**config.mk**
```make
export PLATFORM = sky130hd
export DESIGN_NAME = slpck_ctrl
export DESIGN_NICKNAME = d
export VERILOG_FILES = /design/src/slpck_pkg.sv /design/src/slpck_ctrl.sv /design/src/slpck_delay.sv /design/src/slpck_prescaler.sv
export SDC_FILE = /design/constraint.sdc
export NUM_CORES = 1
export LEC_CHECK = 0
export BUFFER_PORTS_ARGS = -buffer_cell sky130_fd_sc_hd__clkbuf_2
export CAP_MARGIN = 40
export CORE_UTILIZATION = 35
export DETAILED_ROUTE_END_ITERATION = 7
export PLACE_DENSITY = 0.54
export SLEW_MARGIN = 25
export SYNTH_ARGS = -nofsm -noshare
export SYNTH_HDL_FRONTEND = slang
export SYNTH_HIERARCHICAL = 1
export SYNTH_SLANG_ARGS = --single-unit
export TNS_END_PERCENT = 1
```
**constraint.sdc**
```tcl
create_clock -name i_clock -period 4.1 [get_ports i_clock]
set_input_delay 0.41 -clock i_clock [delete_from_list [all_inputs] [get_ports i_clock]]
set_output_delay 0.41 -clock i_clock [all_outputs]
set_load 0.05 [all_outputs]
```
**src/slpck_pkg.sv**
```systemverilog
// Package: sleep-mode clock gating types, fields and cycle counts
package slpck_pkg;

	////////////////////////////////////////////////////////////////////////
	// Sleep modes; idle is the lightest, power-down the deepest
	typedef enum logic [2:0] {
		SLPCK_IDLE,
		SLPCK_PDOWN,
		SLPCK_PSAVE,
		SLPCK_STBY,
		SLPCK_ESTBY
	} slpck_mode_e;

	// Controller sequence
	typedef enum logic [1:0] {
		SLPCK_ST_ACTIVE,
		SLPCK_ST_SLEEP,
		SLPCK_ST_OSC_WAIT,
		SLPCK_ST_ISR_WAIT
	} slpck_state_e;

	// System clock source selection
	typedef enum logic [1:0] {
		SLPCK_SRC_RC,
		SLPCK_SRC_EXT,
		SLPCK_SRC_XTAL
	} slpck_src_e;

	////////////////////////////////////////////////////////////////////////
	// Clock domain and oscillator enables
	typedef struct packed {
		logic cpu_clk;
		logic per_clk;
		logic rtc_clk;
		logic sys_osc;
		logic rtc_osc;
		logic nvm;
		logic dma_evsys;
	} slpck_gate_s;

	// Wake event inputs
	typedef struct packed {
		logic any_irq;
		logic port_async;
		logic two_wire_serial;
		logic rtc;
	} slpck_wake_s;

	////////////////////////////////////////////////////////////////////////
	// Widths and counts
	localparam int             SLPCK_CNT_W        = 16;
	localparam int             SLPCK_PSC_W        = 3;
	localparam int             SLPCK_DIV_W        = 8;
	localparam logic [15:0]    SLPCK_RC_START_CYC = 16'h0006;
	localparam logic [15:0]    SLPCK_ISR_MIN_CYC  = 16'h000D;
	localparam logic [15:0]    SLPCK_CERAMIC_CYC  = 16'h03E8;
	localparam logic [15:0]    SLPCK_QUARTZ_CYC   = 16'h3E80;
	localparam logic [7:0]     SLPCK_DIV_RST      = 8'h00;
	localparam logic [2:0]     SLPCK_PSC_RST      = 3'h0;
	localparam slpck_gate_s    SLPCK_GATE_ALL     = 7'h7F;

endpackage

```
**src/slpck_ctrl.sv**
```systemverilog
// Sleep-mode controller: clock gating, wake decision and wake delays
//
// What this block does
// - Idle stops only the CPU clock and the memories.
// - Idle also halts flash and EEPROM.
// - Idle keeps DMA and event system clocked.
// - Any enabled interrupt wakes from idle.
// - Power-down gates all domains and oscillators.
// - Power-down wakes only on external events.
// - Power-save keeps RTC; RTC interrupts wake.
// - Power-save wake waits for oscillator stabilization.
// - Standby is power-down with system oscillator running.
// - Extended standby is power-save plus system oscillator.
// - Port and two-wire interrupts wake every mode.
// - Battery variant keeps RTC running always.
// - Mode change applies at next sleep entry.
// - Prescaler ratio changes without glitches.
// - Wake latency depends on system clock source.
// - RC or external clock: six-cycle start-up.
// - Thirteen cycles before interrupt routine starts.
`timescale 1ns/10ps
module slpck_ctrl
	import slpck_pkg::*;
#(
	parameter logic [15:0] P_QUARTZ_CYC = SLPCK_QUARTZ_CYC
)
(
	input  wire logic                   i_clock,
	input  wire logic                   i_srst,
	input  wire logic                   i_ce,
	input  wire logic                   i_sleep_en,
	input  wire slpck_mode_e            i_sleep_mode,
	input  wire logic                   i_sleep_instr,
	input  wire slpck_wake_s            i_wake,
	input  wire slpck_src_e             i_clk_src,
	input  wire logic                   i_xtal_ceramic,
	input  wire logic                   i_batt_rtc,
	input  wire logic [SLPCK_PSC_W-1:0] i_prescale,
	output slpck_gate_s                 o_gate,
	output logic                        o_cpu_tick,
	output logic                        o_per_tick,
	output logic                        o_asleep,
	output logic                        o_cpu_run,
	output logic                        o_isr_go,
	output slpck_mode_e                 o_mode
);

	////////////////////////////////////////////////////////////////////////
	// State
	typedef struct packed {
		slpck_state_e state;
		slpck_mode_e  mode;
		slpck_gate_s  gate;
		logic         isr_go;
	} slpck_ctl_s;

	slpck_ctl_s             st_r;
	slpck_ctl_s             st_nxt;
	logic                   dly_load;
	logic [SLPCK_CNT_W-1:0] dly_count;
	logic                   dly_busy;
	logic                   dly_done;
	logic                   psc_tick;
	logic                   wake_ok;
	logic                   osc_restart;
	logic [SLPCK_CNT_W-1:0] start_cyc;

	////////////////////////////////////////////////////////////////////////
	// Enables held while asleep in a given mode
	function automatic slpck_gate_s gate_for(slpck_mode_e m, logic batt);
		slpck_gate_s g;
		g = '0;
		case (m)
			SLPCK_IDLE: begin
				g = SLPCK_GATE_ALL;
				g.cpu_clk = 1'b0;
				g.nvm     = 1'b0;
				g.dma_evsys = 1'b1;
			end
			SLPCK_PDOWN: begin
				g = '0;
			end
			SLPCK_PSAVE: begin
				g.rtc_clk = 1'b1;
				g.rtc_osc = 1'b1;
			end
			SLPCK_STBY: begin
				g.sys_osc = 1'b1;
			end
			SLPCK_ESTBY: begin
				g.rtc_clk = 1'b1;
				g.rtc_osc = 1'b1;
				g.sys_osc = 1'b1;
			end
			default: begin
				g = SLPCK_GATE_ALL;
				g.cpu_clk = 1'b0;
				g.nvm     = 1'b0;
			end
		endcase
		// Battery-backed RTC never stops, even in power-down
		if (batt) begin
			g.rtc_clk = 1'b1;
			g.rtc_osc = 1'b1;
		end
		return g;
	endfunction

	////////////////////////////////////////////////////////////////////////
	// Wake qualification for the latched mode
	always_comb begin
		wake_ok = i_wake.port_async || i_wake.two_wire_serial;
		case (st_r.mode)
			SLPCK_IDLE: begin
				wake_ok = wake_ok || i_wake.any_irq || i_wake.rtc;
			end
			SLPCK_PSAVE,
			SLPCK_ESTBY: begin
				wake_ok = wake_ok || i_wake.rtc;
			end
			default: begin
				wake_ok = wake_ok;
			end
		endcase
	end

	// Modes that stop the system oscillator must let it settle first
	assign osc_restart = (st_r.mode == SLPCK_PDOWN) ||
	                     (st_r.mode == SLPCK_PSAVE);

	// Start-up count follows the selected source; a fast source wakes
	// sooner, which is why software may switch before sleeping
	always_comb begin
		case (i_clk_src)
			SLPCK_SRC_RC,
			SLPCK_SRC_EXT: begin
				start_cyc = SLPCK_RC_START_CYC;
			end
			SLPCK_SRC_XTAL: begin
				start_cyc = i_xtal_ceramic ? SLPCK_CERAMIC_CYC
				                           : P_QUARTZ_CYC;
			end
			default: begin
				start_cyc = SLPCK_RC_START_CYC;
			end
		endcase
	end

	////////////////////////////////////////////////////////////////////////
	// Sleep sequence
	always_comb begin
		st_nxt        = st_r;
		st_nxt.isr_go = 1'b0;
		dly_load      = 1'b0;
		dly_count     = SLPCK_ISR_MIN_CYC;
		case (st_r.state)
			SLPCK_ST_ACTIVE: begin
				st_nxt.gate = SLPCK_GATE_ALL;
				if (i_sleep_en && i_sleep_instr) begin
					// Mode sampled here only, so a change made while
					// awake takes effect at the next entry
					st_nxt.state = SLPCK_ST_SLEEP;
					st_nxt.mode  = i_sleep_mode;
					st_nxt.gate  = gate_for(i_sleep_mode, i_batt_rtc);
				end
			end
			SLPCK_ST_SLEEP: begin
				if (wake_ok) begin
					dly_load = 1'b1;
					if (osc_restart) begin
						st_nxt.state = SLPCK_ST_OSC_WAIT;
						dly_count    = start_cyc;
						st_nxt.gate.sys_osc = 1'b1;
					end else begin
						st_nxt.state = SLPCK_ST_ISR_WAIT;
						st_nxt.gate  = SLPCK_GATE_ALL;
					end
				end
			end
			SLPCK_ST_OSC_WAIT: begin
				// CPU held until the oscillator has settled
				if (dly_done) begin
					st_nxt.state = SLPCK_ST_ISR_WAIT;
					st_nxt.gate  = SLPCK_GATE_ALL;
					dly_load     = 1'b1;
					dly_count    = SLPCK_ISR_MIN_CYC;
				end
			end
			SLPCK_ST_ISR_WAIT: begin
				// Return address push and vector jump
				if (dly_done) begin
					st_nxt.state  = SLPCK_ST_ACTIVE;
					st_nxt.isr_go = 1'b1;
				end
			end
			default: begin
				st_nxt.state = SLPCK_ST_ACTIVE;
				st_nxt.gate  = SLPCK_GATE_ALL;
			end
		endcase
	end

	always_ff @(posedge i_clock) begin
		if (i_srst) begin
			st_r <= '{state: SLPCK_ST_ACTIVE, mode: SLPCK_IDLE,
			          gate: SLPCK_GATE_ALL, isr_go: 1'b0};
		end else if (i_ce) begin
			st_r <= st_nxt;
		end
	end

	////////////////////////////////////////////////////////////////////////
	// Submodules
	slpck_delay u_delay (
		.i_clock (i_clock),
		.i_srst  (i_srst),
		.i_ce    (i_ce),
		.i_load  (dly_load),
		.i_count (dly_count),
		.o_busy  (dly_busy),
		.o_done  (dly_done)
	);

	slpck_prescaler u_psc (
		.i_clock (i_clock),
		.i_srst  (i_srst),
		.i_ce    (i_ce),
		.i_ratio (i_prescale),
		.o_tick  (psc_tick)
	);

	////////////////////////////////////////////////////////////////////////
	// Outputs; ticks are gated by domain enable, never a clock itself
	assign o_gate     = st_r.gate;
	assign o_cpu_tick = psc_tick && st_r.gate.cpu_clk;
	assign o_per_tick = psc_tick && st_r.gate.per_clk;
	assign o_asleep   = (st_r.state == SLPCK_ST_SLEEP);
	assign o_cpu_run  = (st_r.state == SLPCK_ST_ACTIVE) ||
	                    (st_r.state == SLPCK_ST_ISR_WAIT);
	assign o_isr_go   = st_r.isr_go;
	assign o_mode     = st_r.mode;

	////////////////////////////////////////////////////////////////////////
	// Checks
	logic [SLPCK_CNT_W-1:0] chk_osc_cnt;
	logic [SLPCK_CNT_W-1:0] chk_isr_cnt;

	// Cycles spent in each wait state, for latency checks
	always_ff @(posedge i_clock) begin
		if (i_srst || st_r.state != SLPCK_ST_OSC_WAIT) begin
			chk_osc_cnt <= '0;
		end else if (i_ce) begin
			chk_osc_cnt <= chk_osc_cnt + 1'b1;
		end
		if (i_srst || st_r.state != SLPCK_ST_ISR_WAIT) begin
			chk_isr_cnt <= '0;
		end else if (i_ce) begin
			chk_isr_cnt <= chk_isr_cnt + 1'b1;
		end
	end

	AST_IDLE_GATES: assert property (@(posedge i_clock) disable iff (i_srst)
		(o_asleep && o_mode == SLPCK_IDLE) |-> (!o_gate.cpu_clk &&
		o_gate.per_clk && o_gate.rtc_clk && o_gate.sys_osc && o_gate.rtc_osc))
		else $error("Idle sleep gating wrong");

	AST_IDLE_NVM: assert property (@(posedge i_clock) disable iff (i_srst)
		(o_asleep && o_mode == SLPCK_IDLE) |-> !o_gate.nvm)
		else $error("Memories not halted in idle");

	AST_IDLE_DMA: assert property (@(posedge i_clock) disable iff (i_srst)
		(o_asleep && o_mode == SLPCK_IDLE) |-> o_gate.dma_evsys)
		else $error("DMA and events stopped in idle");

	AST_IDLE_WAKE: assert property (@(posedge i_clock) disable iff (i_srst)
		(o_asleep && o_mode == SLPCK_IDLE && i_wake.any_irq && i_ce)
		|=> (o_cpu_run && !o_asleep))
		else $error("Interrupt failed to wake idle");

	AST_PDOWN_GATES: assert property (@(posedge i_clock) disable iff (i_srst)
		(o_asleep && o_mode == SLPCK_PDOWN && !i_batt_rtc) |->
		(o_gate == '0))
		else $error("Power-down left something running");

	AST_PDOWN_HOLD: assert property (@(posedge i_clock) disable iff (i_srst)
		(o_asleep && o_mode == SLPCK_PDOWN && !i_wake.port_async &&
		!i_wake.two_wire_serial) |=> o_asleep)
		else $error("Power-down woke on internal event");

	AST_PSAVE_GATES: assert property (@(posedge i_clock) disable iff (i_srst)
		(o_asleep && o_mode == SLPCK_PSAVE) |-> (o_gate.rtc_clk &&
		o_gate.rtc_osc && !o_gate.cpu_clk && !o_gate.per_clk &&
		!o_gate.sys_osc))
		else $error("Power-save gating wrong");

	AST_RC_START: assert property (@(posedge i_clock) disable iff (i_srst)
		(o_asleep && o_mode == SLPCK_PSAVE && i_wake.rtc && i_ce &&
		i_clk_src == SLPCK_SRC_RC) |=> (!o_cpu_run [*6]) ##1 o_cpu_run)
		else $error("Oscillator start-up delay not six cycles");

	AST_OSC_HOLD: assert property (@(posedge i_clock) disable iff (i_srst)
		(st_r.state == SLPCK_ST_OSC_WAIT) |-> (!o_cpu_run && o_gate.sys_osc))
		else $error("CPU ran before oscillator settled");

	AST_OSC_LEN: assert property (@(posedge i_clock) disable iff (i_srst)
		(st_r.state == SLPCK_ST_OSC_WAIT && dly_done) |->
		(dly_busy && chk_osc_cnt + 16'h0001 == start_cyc))
		else $error("Start-up delay length wrong");

	AST_STBY_GATES: assert property (@(posedge i_clock) disable iff (i_srst)
		(o_asleep && o_mode == SLPCK_STBY && !i_batt_rtc) |->
		(o_gate.sys_osc && !o_gate.per_clk && !o_gate.rtc_clk))
		else $error("Standby gating wrong");

	AST_ESTBY_GATES: assert property (@(posedge i_clock) disable iff (i_srst)
		(o_asleep && o_mode == SLPCK_ESTBY) |-> (o_gate.sys_osc &&
		o_gate.rtc_clk && o_gate.rtc_osc && !o_gate.per_clk))
		else $error("Extended standby gating wrong");

	AST_EXT_WAKE: assert property (@(posedge i_clock) disable iff (i_srst)
		(o_asleep && i_ce && (i_wake.port_async || i_wake.two_wire_serial))
		|=> !o_asleep)
		else $error("External event did not wake");

	AST_BATT_RTC: assert property (@(posedge i_clock) disable iff (i_srst)
		i_batt_rtc && o_asleep |-> (o_gate.rtc_clk && o_gate.rtc_osc))
		else $error("Battery RTC stopped in sleep");

	AST_MODE_LATCH: assert property (@(posedge i_clock) disable iff (i_srst)
		(o_asleep && $past(o_asleep)) |-> $stable(o_mode))
		else $error("Mode changed during sleep");

	AST_ISR_DELAY: assert property (@(posedge i_clock) disable iff (i_srst)
		o_isr_go |-> ($past(chk_isr_cnt) == 16'h000C))
		else $error("Interrupt routine started early");

	AST_ENTRY: assert property (@(posedge i_clock) disable iff (i_srst)
		(!o_asleep ##1 o_asleep) |-> $past(i_sleep_en && i_sleep_instr))
		else $error("Sleep entered without request");

endmodule // slpck_ctrl

```
**src/slpck_delay.sv**
```systemverilog
// Down-counting start-up and latency delay timer
`timescale 1ns/10ps
module slpck_delay
	import slpck_pkg::*;
(
	input  wire logic                   i_clock,
	input  wire logic                   i_srst,
	input  wire logic                   i_ce,
	input  wire logic                   i_load,
	input  wire logic [SLPCK_CNT_W-1:0] i_count,
	output logic                        o_busy,
	output logic                        o_done
);

	typedef struct packed {
		logic                   busy;
		logic [SLPCK_CNT_W-1:0] cnt;
	} slpck_dly_s;

	slpck_dly_s st_r;
	slpck_dly_s st_nxt;

	////////////////////////////////////////////////////////////////////////
	// Load starts a run of i_count cycles; done marks the last of them
	always_comb begin
		st_nxt = st_r;
		if (i_load) begin
			st_nxt.busy = (i_count != '0);
			st_nxt.cnt  = i_count;
		end else if (st_r.busy) begin
			st_nxt.cnt  = st_r.cnt - 1'b1;
			st_nxt.busy = (st_r.cnt != 16'h0001);
		end
	end

	always_ff @(posedge i_clock) begin
		if (i_srst) begin
			st_r <= '0;
		end else if (i_ce) begin
			st_r <= st_nxt;
		end
	end

	assign o_busy = st_r.busy;
	assign o_done = st_r.busy && (st_r.cnt == 16'h0001); // One-cycle pulse on the last busy cycle

endmodule // slpck_delay

```
**src/slpck_prescaler.sv**
```systemverilog
// Glitch-free clock prescaler producing a divided clock tick
`timescale 1ns/10ps
module slpck_prescaler
	import slpck_pkg::*;
(
	input  wire logic                   i_clock,
	input  wire logic                   i_srst,
	input  wire logic                   i_ce,
	input  wire logic [SLPCK_PSC_W-1:0] i_ratio,
	output logic                        o_tick
);

	typedef struct packed {
		logic [SLPCK_PSC_W-1:0] ratio;
		logic [SLPCK_DIV_W-1:0] cnt;
		logic                   tick;
	} slpck_psc_s;

	slpck_psc_s st_r;
	slpck_psc_s st_nxt;

	////////////////////////////////////////////////////////////////////////
	// A new ratio is taken only at a period boundary, so no period is
	// ever cut short; a tick is one cycle wide, never a runt
	always_comb begin
		st_nxt      = st_r;
		st_nxt.tick = 1'b0;
		if (st_r.cnt == '0) begin
			st_nxt.tick  = 1'b1;
			st_nxt.ratio = i_ratio;
			st_nxt.cnt   = SLPCK_DIV_W'((1 << i_ratio) - 1);
		end else begin
			st_nxt.cnt = st_r.cnt - 1'b1;
		end
	end

	always_ff @(posedge i_clock) begin
		if (i_srst) begin
			st_r <= '{ratio: SLPCK_PSC_RST, cnt: SLPCK_DIV_RST, tick: 1'b0};
		end else if (i_ce) begin
			st_r <= st_nxt;
		end
	end

	assign o_tick = st_r.tick;

endmodule // slpck_prescaler

```
==> summary.md, run 1 <==
| Metric | Value |
|---|---|
| Synth cell types | `65` |
| Slew @ Worst Pin | `0.853 ns` |
| All-Layer GR Usage | `17.3%` |
| Synth warn | `6` |
| Post-CTS Setup Bufs | `0` |
| Post-Route WL | `6190 µm` |
| Crit path capture type | `flip-flop` |
| PostCTS Resize Cnt | `0` |
| Num ports | `34` |
| Vias in the first global route | `2,181` |
| IO Port Bufs | `33` |
| Syn-to-layout area delta | `11.1%` |
| Fin Setup TNS | `0 ns` |
| Max Cap Viol | `0` |
| Seq/Total Area, Yosys | `28.1%` |
| Area contributors post-synth | `dfxtp_1 28%, mux2i_1 5.5%, ha_1 4.9%, nor2_1 4.8%, a21oi_1 3.5%` |
| WL/cell | `14.2 µm` |
| R2R depth | `10` |
| R2R Path End | `u_delay/st_r[8]$_SDFFE_PP0P_` |
| Combinational group share of total power | `27.3%` |
| Cell Pwr Density | `325 nW/µm²` |
| Placed Cells | `427` |
| Slew Limit Headroom | `42.7%` |
| 1st-iter DRT viols | `117` |
| Worst-Skew Late Latency | `0.29 ns` |
| Clock group share of total power | `28.8%` |
| CP startpoint | `u_delay/st_r[7]$_SDFFE_PP0P_` |
| Post-synth ARST share | `0%` |
| Num Clock Sinks | `36` |
| Post-route setup slack | `1.05 ns` |
| Clk buf depth | `2` |
| ANT nets after route | `0` |
| Register bit count reported by yosys | `36` |
| Initial antenna violation count | `0` |
| Initial Utilization | `36.9%` |
| Startpoint types | `flip-flop` |
| Antenna cells | `0` |
| Worst Setup Path Type | `flip-flop to flip-flop` |
| Most frequent cell after synthesis | `dfxtp_1` |
| CTS Buf Count | `5` |
| Routability Congestion | `0.845` |
| Sw Pwr | `0.000308 W` |
| Final net count | `367` |
| Largest area contributor in the netlist | `dfxtp_1` |
| CTS Root Cell | `clkbuf_8` |
| H-tree depth | `2` |
| GRT overflow | `0` |
| Syn Area/Cell | `8.27 µm²` |
| DRC Markers | `0` |
| Vias per std cell | `5.41` |
| CP required | `4.27 ns` |
| WHS | `0.423 ns` |
| Period minus WS final | `3.05 ns` |
| Ratio of final minimum period to clock period | `74.4%` |
| Crit-path max cell delay | `0.65 ns` |
| RR Startpoint | `u_delay/st_r[7]$_SDFFE_PP0P_` |
| Design Power | `0.000926 W` |
| Slowest-stage cell, CP | `nor4_2` |
| Switch share | `33.2%` |
| Clock slew at reported path FFs | `0.07 ns` |
| Cts hold-fix bufs | `0` |
| Die height | `87.6 µm` |
| Highest Clock Rate | `328 MHz` |
| Post-place setup slack | `1.14 ns` |
| Crit path DAT | `3.22 ns` |
| Row cnt | `30` |
| Endpoints failing hold | `0` |
| Mapped cell area | `2560 µm²` |
| Die W | `87.6 µm` |
| CP cell instances | `nor4_2 -> and4_1 -> and2_1 -> a22oi_1 -> nor2_1 -> buf_4 -> and2b_2 -> and3_1 -> a221oi_1 -> a21oi_1` |
| Worst setup path end | `u_delay/st_r[8]$_SDFFE_PP0P_` |
| Peak VDD IR | `0.139 mV` |
| Post-synth top cells | `36 x dfxtp_1, 33 x nor2_1, 18 x a21oi_1` |
| Top FF cell, synth | `dfxtp_1` |
| Non-Filler Instances | `435` |
| Worst R2R Setup Slack | `1.05 ns` |
| Internal | `0.000618 W` |
| Final worst clock skew | `0.00603 ns` |
| Syn Inst Count | `310` |
| Pleak | `1.14 nW` |
| Startpoint of the worst hold path | `i_sleep_mode[1]` |
| Setup repair after global routing missed its margin | `no` |
| Total number of vias | `2,352` |
| Core area | `6940 µm²` |
| First-pass DRT Iterations | `4` |
| Max-slew violation count | `0` |
| Full die area | `7670 µm²` |
| EDFF count, synth | `0` |
| CTS tree | `yes` |
| Status | `complete, no violations` |
| Layout cells sized above 1 | `18.0%` |
| Yosys top cell area share | `28.1%` |
| # setup viols final | `0` |
| Dpl hpwl | `4460 µm` |
| Crit path max fanout | `25` |
| Worst hold path class | `primary input to flip-flop` |
| Largest net degree at the start of global routing | `34` |
| Flop pwr share | `43.9%` |
| First-pass GRT wire length | `10,400 µm` |
-- cells in the final DEF (no fill, tap or decap), drive strengths merged, types with 11 or more instances in the layout --
cell type,count
clkbuf,41
dfxtp,36
nor2,33
a21oi,18
inv,15
nand2,15
mux2i,14
o21ai,13
nor4,11
-- through the flow --
stage | utilization, % | cell area [µm²]
4_1_cts | 41.0 | 2850
6_report | 41.0 | 2850
2_1_floorplan | - | 2580
3_5_place_dp | 39.7 | 2760
5_1_grt | 41.0 | 2850
3_3_place_gp | 39.4 | 2740
-- power groups by stage --
stage	registers (W)	logic (W)	clock network (W)
finish	0.000407	0.000253	0.000266
global route	0.000412	0.000278	0.000289
CTS	0.000406	0.000253	0.000278
detailed placement	0.000415	0.000252	0
global placement	0.000415	0.000249	0
floorplan	0.000407	0.000198	0
-- worst max-delay path: cells and delay by family, from the launching register on --
family / cells / cell delay [ns]
buf+inv: 1 / 0.26
flops: 1 / 0.36
compound gates: 3 / 0.47
simple gates: 6 / 1.84
-- logic make-up after synthesis --
kind of cell	share of synthesized area, %
AO/OA/AOI/OAI	22.0
XOR/XNOR	1.02
adder cells (fa/ha/maj)	4.88
buffers and inverters	8.15
flip-flops	28.1
multiplexers	5.90
other	0.146
AND/OR/NAND/NOR	29.9
-- how the worst min path moves through the flow --
stage,to,slack (ns),depth (start not counted)
after floorplan,u_psc/o_tick$_SDFFE_PP0P_,0.45,2
after global placement,o_isr_go$_SDFFE_PP0P_,0.46,2
after detailed placement,o_isr_go$_SDFFE_PP0P_,0.47,2
after CTS,o_mode[1]$_SDFFE_PP0P_,0.43,3
after global routing,o_mode[1]$_SDFFE_PP0P_,0.46,3
final,o_mode[1]$_SDFFE_PP0P_,0.42,3
-- state kept, by name, summed over array words and instances (netlist names) --
register and count:
u_delay/st_r 16, o_gate 4, o_mode 3, o_isr_go 1
st_r 2, u_psc/st_r 8, u_psc/o_tick 1, u_delay/o_busy 1
-- final cells by class --
| type | count | area, µm² |
|---|---|---|
| Timing Repair Buffer | 37 | 208 |
| Sequential cell | 36 | 721 |
| Tap cell | 96 | 120 |
| Clock buffer | 8 | 90.1 |
| Multi-Input combinational cell | 243 | 1650 |
| Fill cell | 717 | 4100 |
| Inverter | 15 | 56.3 |
-- layer usage --
metal / up-vias / track usage (%) / routed length (µm)
li1: 1208 / - / -
met1: 1088 / 23.6 / 3200
met2: 46 / 27.3 / 2700
met3: 10 / 2.92 / 184
met4: 0 / 6.26 / 114
met5: - / 0 / 0
No activity file was read; power rests on OpenSTA's default activity.
==> run 2, diff against run 1 <==
clock period = 3.14 ns   (was 4.1 ns; I/O delays follow)
==> run 2 against run 1 <==
  * Core utilization up 0.67 points
  * Sequential share of layout area fell by 0.40 points
  * Routed wire length up 2.6%
  * Cell count rose by 1.1%
  * Power rose by 39%
  * Combinational power rose by 30%
  * Critical path depth did not move
  * Sequential power is 30% higher
  * Clock-buffer cell count decreased by 3
  * Worst setup slack got worse by 0.54 ns
==> summary.md, run 2 (synthesis results as in run 1) <==
| Metric | Value |
|---|---|
| Pleak | `1.17 nW (+2.5%)` |
| Crit path capture type | `flip-flop` |
| Row cnt | `30 (unchanged)` |
| Most common library cell in the layout ignoring fill and taps | `dfxtp_1` |
| Syn-to-layout area delta | `12.9%` |
| Num Clock Sinks | `36 (unchanged)` |
| Cts hold-fix bufs | `0 (unchanged)` |
| First-pass DRT Iterations | `4 (unchanged)` |
| CP cell instances | `ha_1 -> nor4b_1 -> and4_1 -> and2_1 -> a22oi_1 -> nor2_1 -> and2b_2 -> and3_1 -> a221oi_1 -> a21oi_1` |
| Crit-path max cell delay | `0.44 ns (-0.21 ns)` |
| Peak VDD IR | `0.199 mV (+43%)` |
| Period minus WS final | `2.63 ns (-0.424 ns)` |
| 1st-iter DRT viols | `171 (+46%)` |
| Fin area | `2900 µm² (+1.6%)` |
| Worst R2R Setup Slack | `0.51 ns (-0.54 ns)` |
| Largest net degree at the start of global routing | `32 (-5.9%)` |
| Dpl hpwl | `4520 µm (+1.4%)` |
| Initial Utilization | `36.9% (unchanged)` |
| Die W | `87.6 µm (unchanged)` |
| ANT nets after route | `0 (unchanged)` |
| Final worst clock skew | `0.00882 ns (+0.00279 ns)` |
| Die height | `87.6 µm (unchanged)` |
| Crit path max fanout | `10 (-60%)` |
| Crit path DAT | `2.81 ns (-0.41 ns)` |
| Full die area | `7670 µm² (unchanged)` |
| CP required | `3.33 ns (-0.94 ns)` |
| Core area | `6940 µm² (unchanged)` |
| Largest register by flop count | `u_delay/st_r` |
| Ratio of final minimum period to clock period | `83.6% (+9.3 points)` |
| DRC Markers | `0 (unchanged)` |
| Vias per std cell | `5.44 (+0.59%)` |
| Setup repair after global routing missed its margin | `no` |
| PostCTS Resize Cnt | `0 (unchanged)` |
| Post-Route WL | `6350 µm (+2.6%)` |
| Max-slew violation count | `0 (unchanged)` |
| Clock slew at reported path FFs | `0.08 ns (about the same)` |
| Max FFs per register | `16 (unchanged)` |
| Layout cells sized above 1 | `19.8% (+1.8 points)` |
| Initial antenna violation count | `0 (unchanged)` |
| CTS tree | `yes` |
| Max Cap Viol | `0 (unchanged)` |
| Area after DPL | `2780 µm² (+0.91%)` |
| IO Port Bufs | `33 (unchanged)` |
| Vias in the first global route | `2,138 (-2.0%)` |
| Slew @ Worst Pin | `0.846 ns (-0.00713 ns)` |
| H-tree depth | `2 (unchanged)` |
| Num ports | `34 (unchanged)` |
| Fin Setup TNS | `0 ns (unchanged)` |
| GRT overflow | `0 (unchanged)` |
| Post-place setup slack | `0.557 ns (-0.584 ns)` |
| Antenna cells | `0 (unchanged)` |
| WHS | `0.321 ns (-0.101 ns)` |
| Hold path cells | `3 (unchanged)` |
| # setup viols final | `0 (unchanged)` |
| Status | `complete, no violations` |
| Worst hold path class | `primary input to flip-flop` |
| WL/cell | `14.4 µm (+1.4%)` |
| Post-CTS Setup Bufs | `0 (unchanged)` |
| Slew Limit Headroom | `43.1% (+0.48 points)` |
| All-Layer GR Usage | `17.9% (+0.59 points)` |
| Worst Setup Path Type | `flip-flop to flip-flop` |
| Startpoint types | `flip-flop` |
| Highest Clock Rate | `381 MHz (+16%)` |
| Most frequent cells in the layout | `36 x dfxtp_1, 33 x nor2_1, 33 x clkbuf_2` |
| Worst-Skew Late Latency | `0.30 ns (about the same)` |
| CTS Buf Count | `5 (unchanged)` |
| R2R depth | `10 (unchanged)` |
| Post-route setup slack | `0.514 ns (-0.536 ns)` |
| First-pass GRT wire length | `10,600 µm (+2.0%)` |
| Clk buf depth | `2 (unchanged)` |
| Final net count | `372 (+1.4%)` |
| Cell Pwr Density | `444 nW/µm² (+37%)` |
| Slowest-stage cell, CP | `dfxtp_1` |
| Endpoints failing hold | `0 (unchanged)` |
| Total number of vias | `2,393 (+1.7%)` |
| Fillers | `719 (+0.28%)` |
| Routability Congestion | `0.847 (+0.25%)` |
| Design Power | `0.00129 W (+39%)` |
| CTS Root Cell | `clkbuf_8` |
[run 2: changes by cell type in the layout (fill, tap and decap cells not counted)]
cell        previous run  this run
buf_4                  3         9
clkbuf_1               2         0
clkinvlp_4             0         1
clkinv_2               0         1
buf_12                 1         0
clkbuf_8               6         5
bufinv_16              0         1
[run 2: critical path: cells and delay by family, from the launching register on]
kind            cells  cell delay, ns
simple gates        6            1.44
compound gates      3            0.45
flops               1            0.44
fa+ha+maj           1            0.17
[run 2: worst paths after layout]
path / startpoint / endpoint
setup / recovery: u_delay/st_r[0]$_SDFFE_PP0P_ / u_delay/st_r[8]$_SDFFE_PP0P_
hold / removal: i_sleep_mode[0] / o_mode[0]$_SDFFE_PP0P_
setup reg to reg: u_delay/st_r[0]$_SDFFE_PP0P_ / u_delay/st_r[8]$_SDFFE_PP0P_
hold reg to reg: o_isr_go$_SDFFE_PP0P_ / o_isr_go$_SDFFE_PP0P_
[run 2: stage by stage]
step | cells | utilization (%)
5_1_grt | 440 | 41.7
4_1_cts | 440 | 41.7
3_5_place_dp | 432 | 40.1
6_report | 440 | 41.7
3_3_place_gp | 432 | 40.1
2_1_floorplan | 315 | -
[run 2: power breakdown]
part	internal, W	total, W	switching [W]
registers	0.000490	0.000531	0.0000409
logic	0.000136	0.000328	0.000192
clock network	0.000235	0.000427	0.000192
total	0.000861	0.00129	0.000425
[run 2: final cells by class]
cell class / instances / area, µm² / share of cell area, %
clock buffer: 5 / 68.8 / 2.38
clock inverter: 3 / 42.5 / 1.47
inverter: 15 / 56.3 / 1.94
multi-input combinational: 243 / 1650 / 57.1
sequential: 36 / 721 / 24.9
tap: 96 / 120 / 4.15
timing repair buffer: 42 / 233 / 8.04
[run 2: metal layers]
layer / share of wire [%] / vias to the layer above / routed length (µm) / GRT usage, %
met5: 0 / - / 0 / 0
met4: 1.3 / 0 / 83 / 6.26
met3: 4.4 / 6 / 281 / 3.11
met2: 44 / 56 / 2810 / 27.6
met1: 50 / 1116 / 3180 / 25.0
li1: - / 1215 / - / -
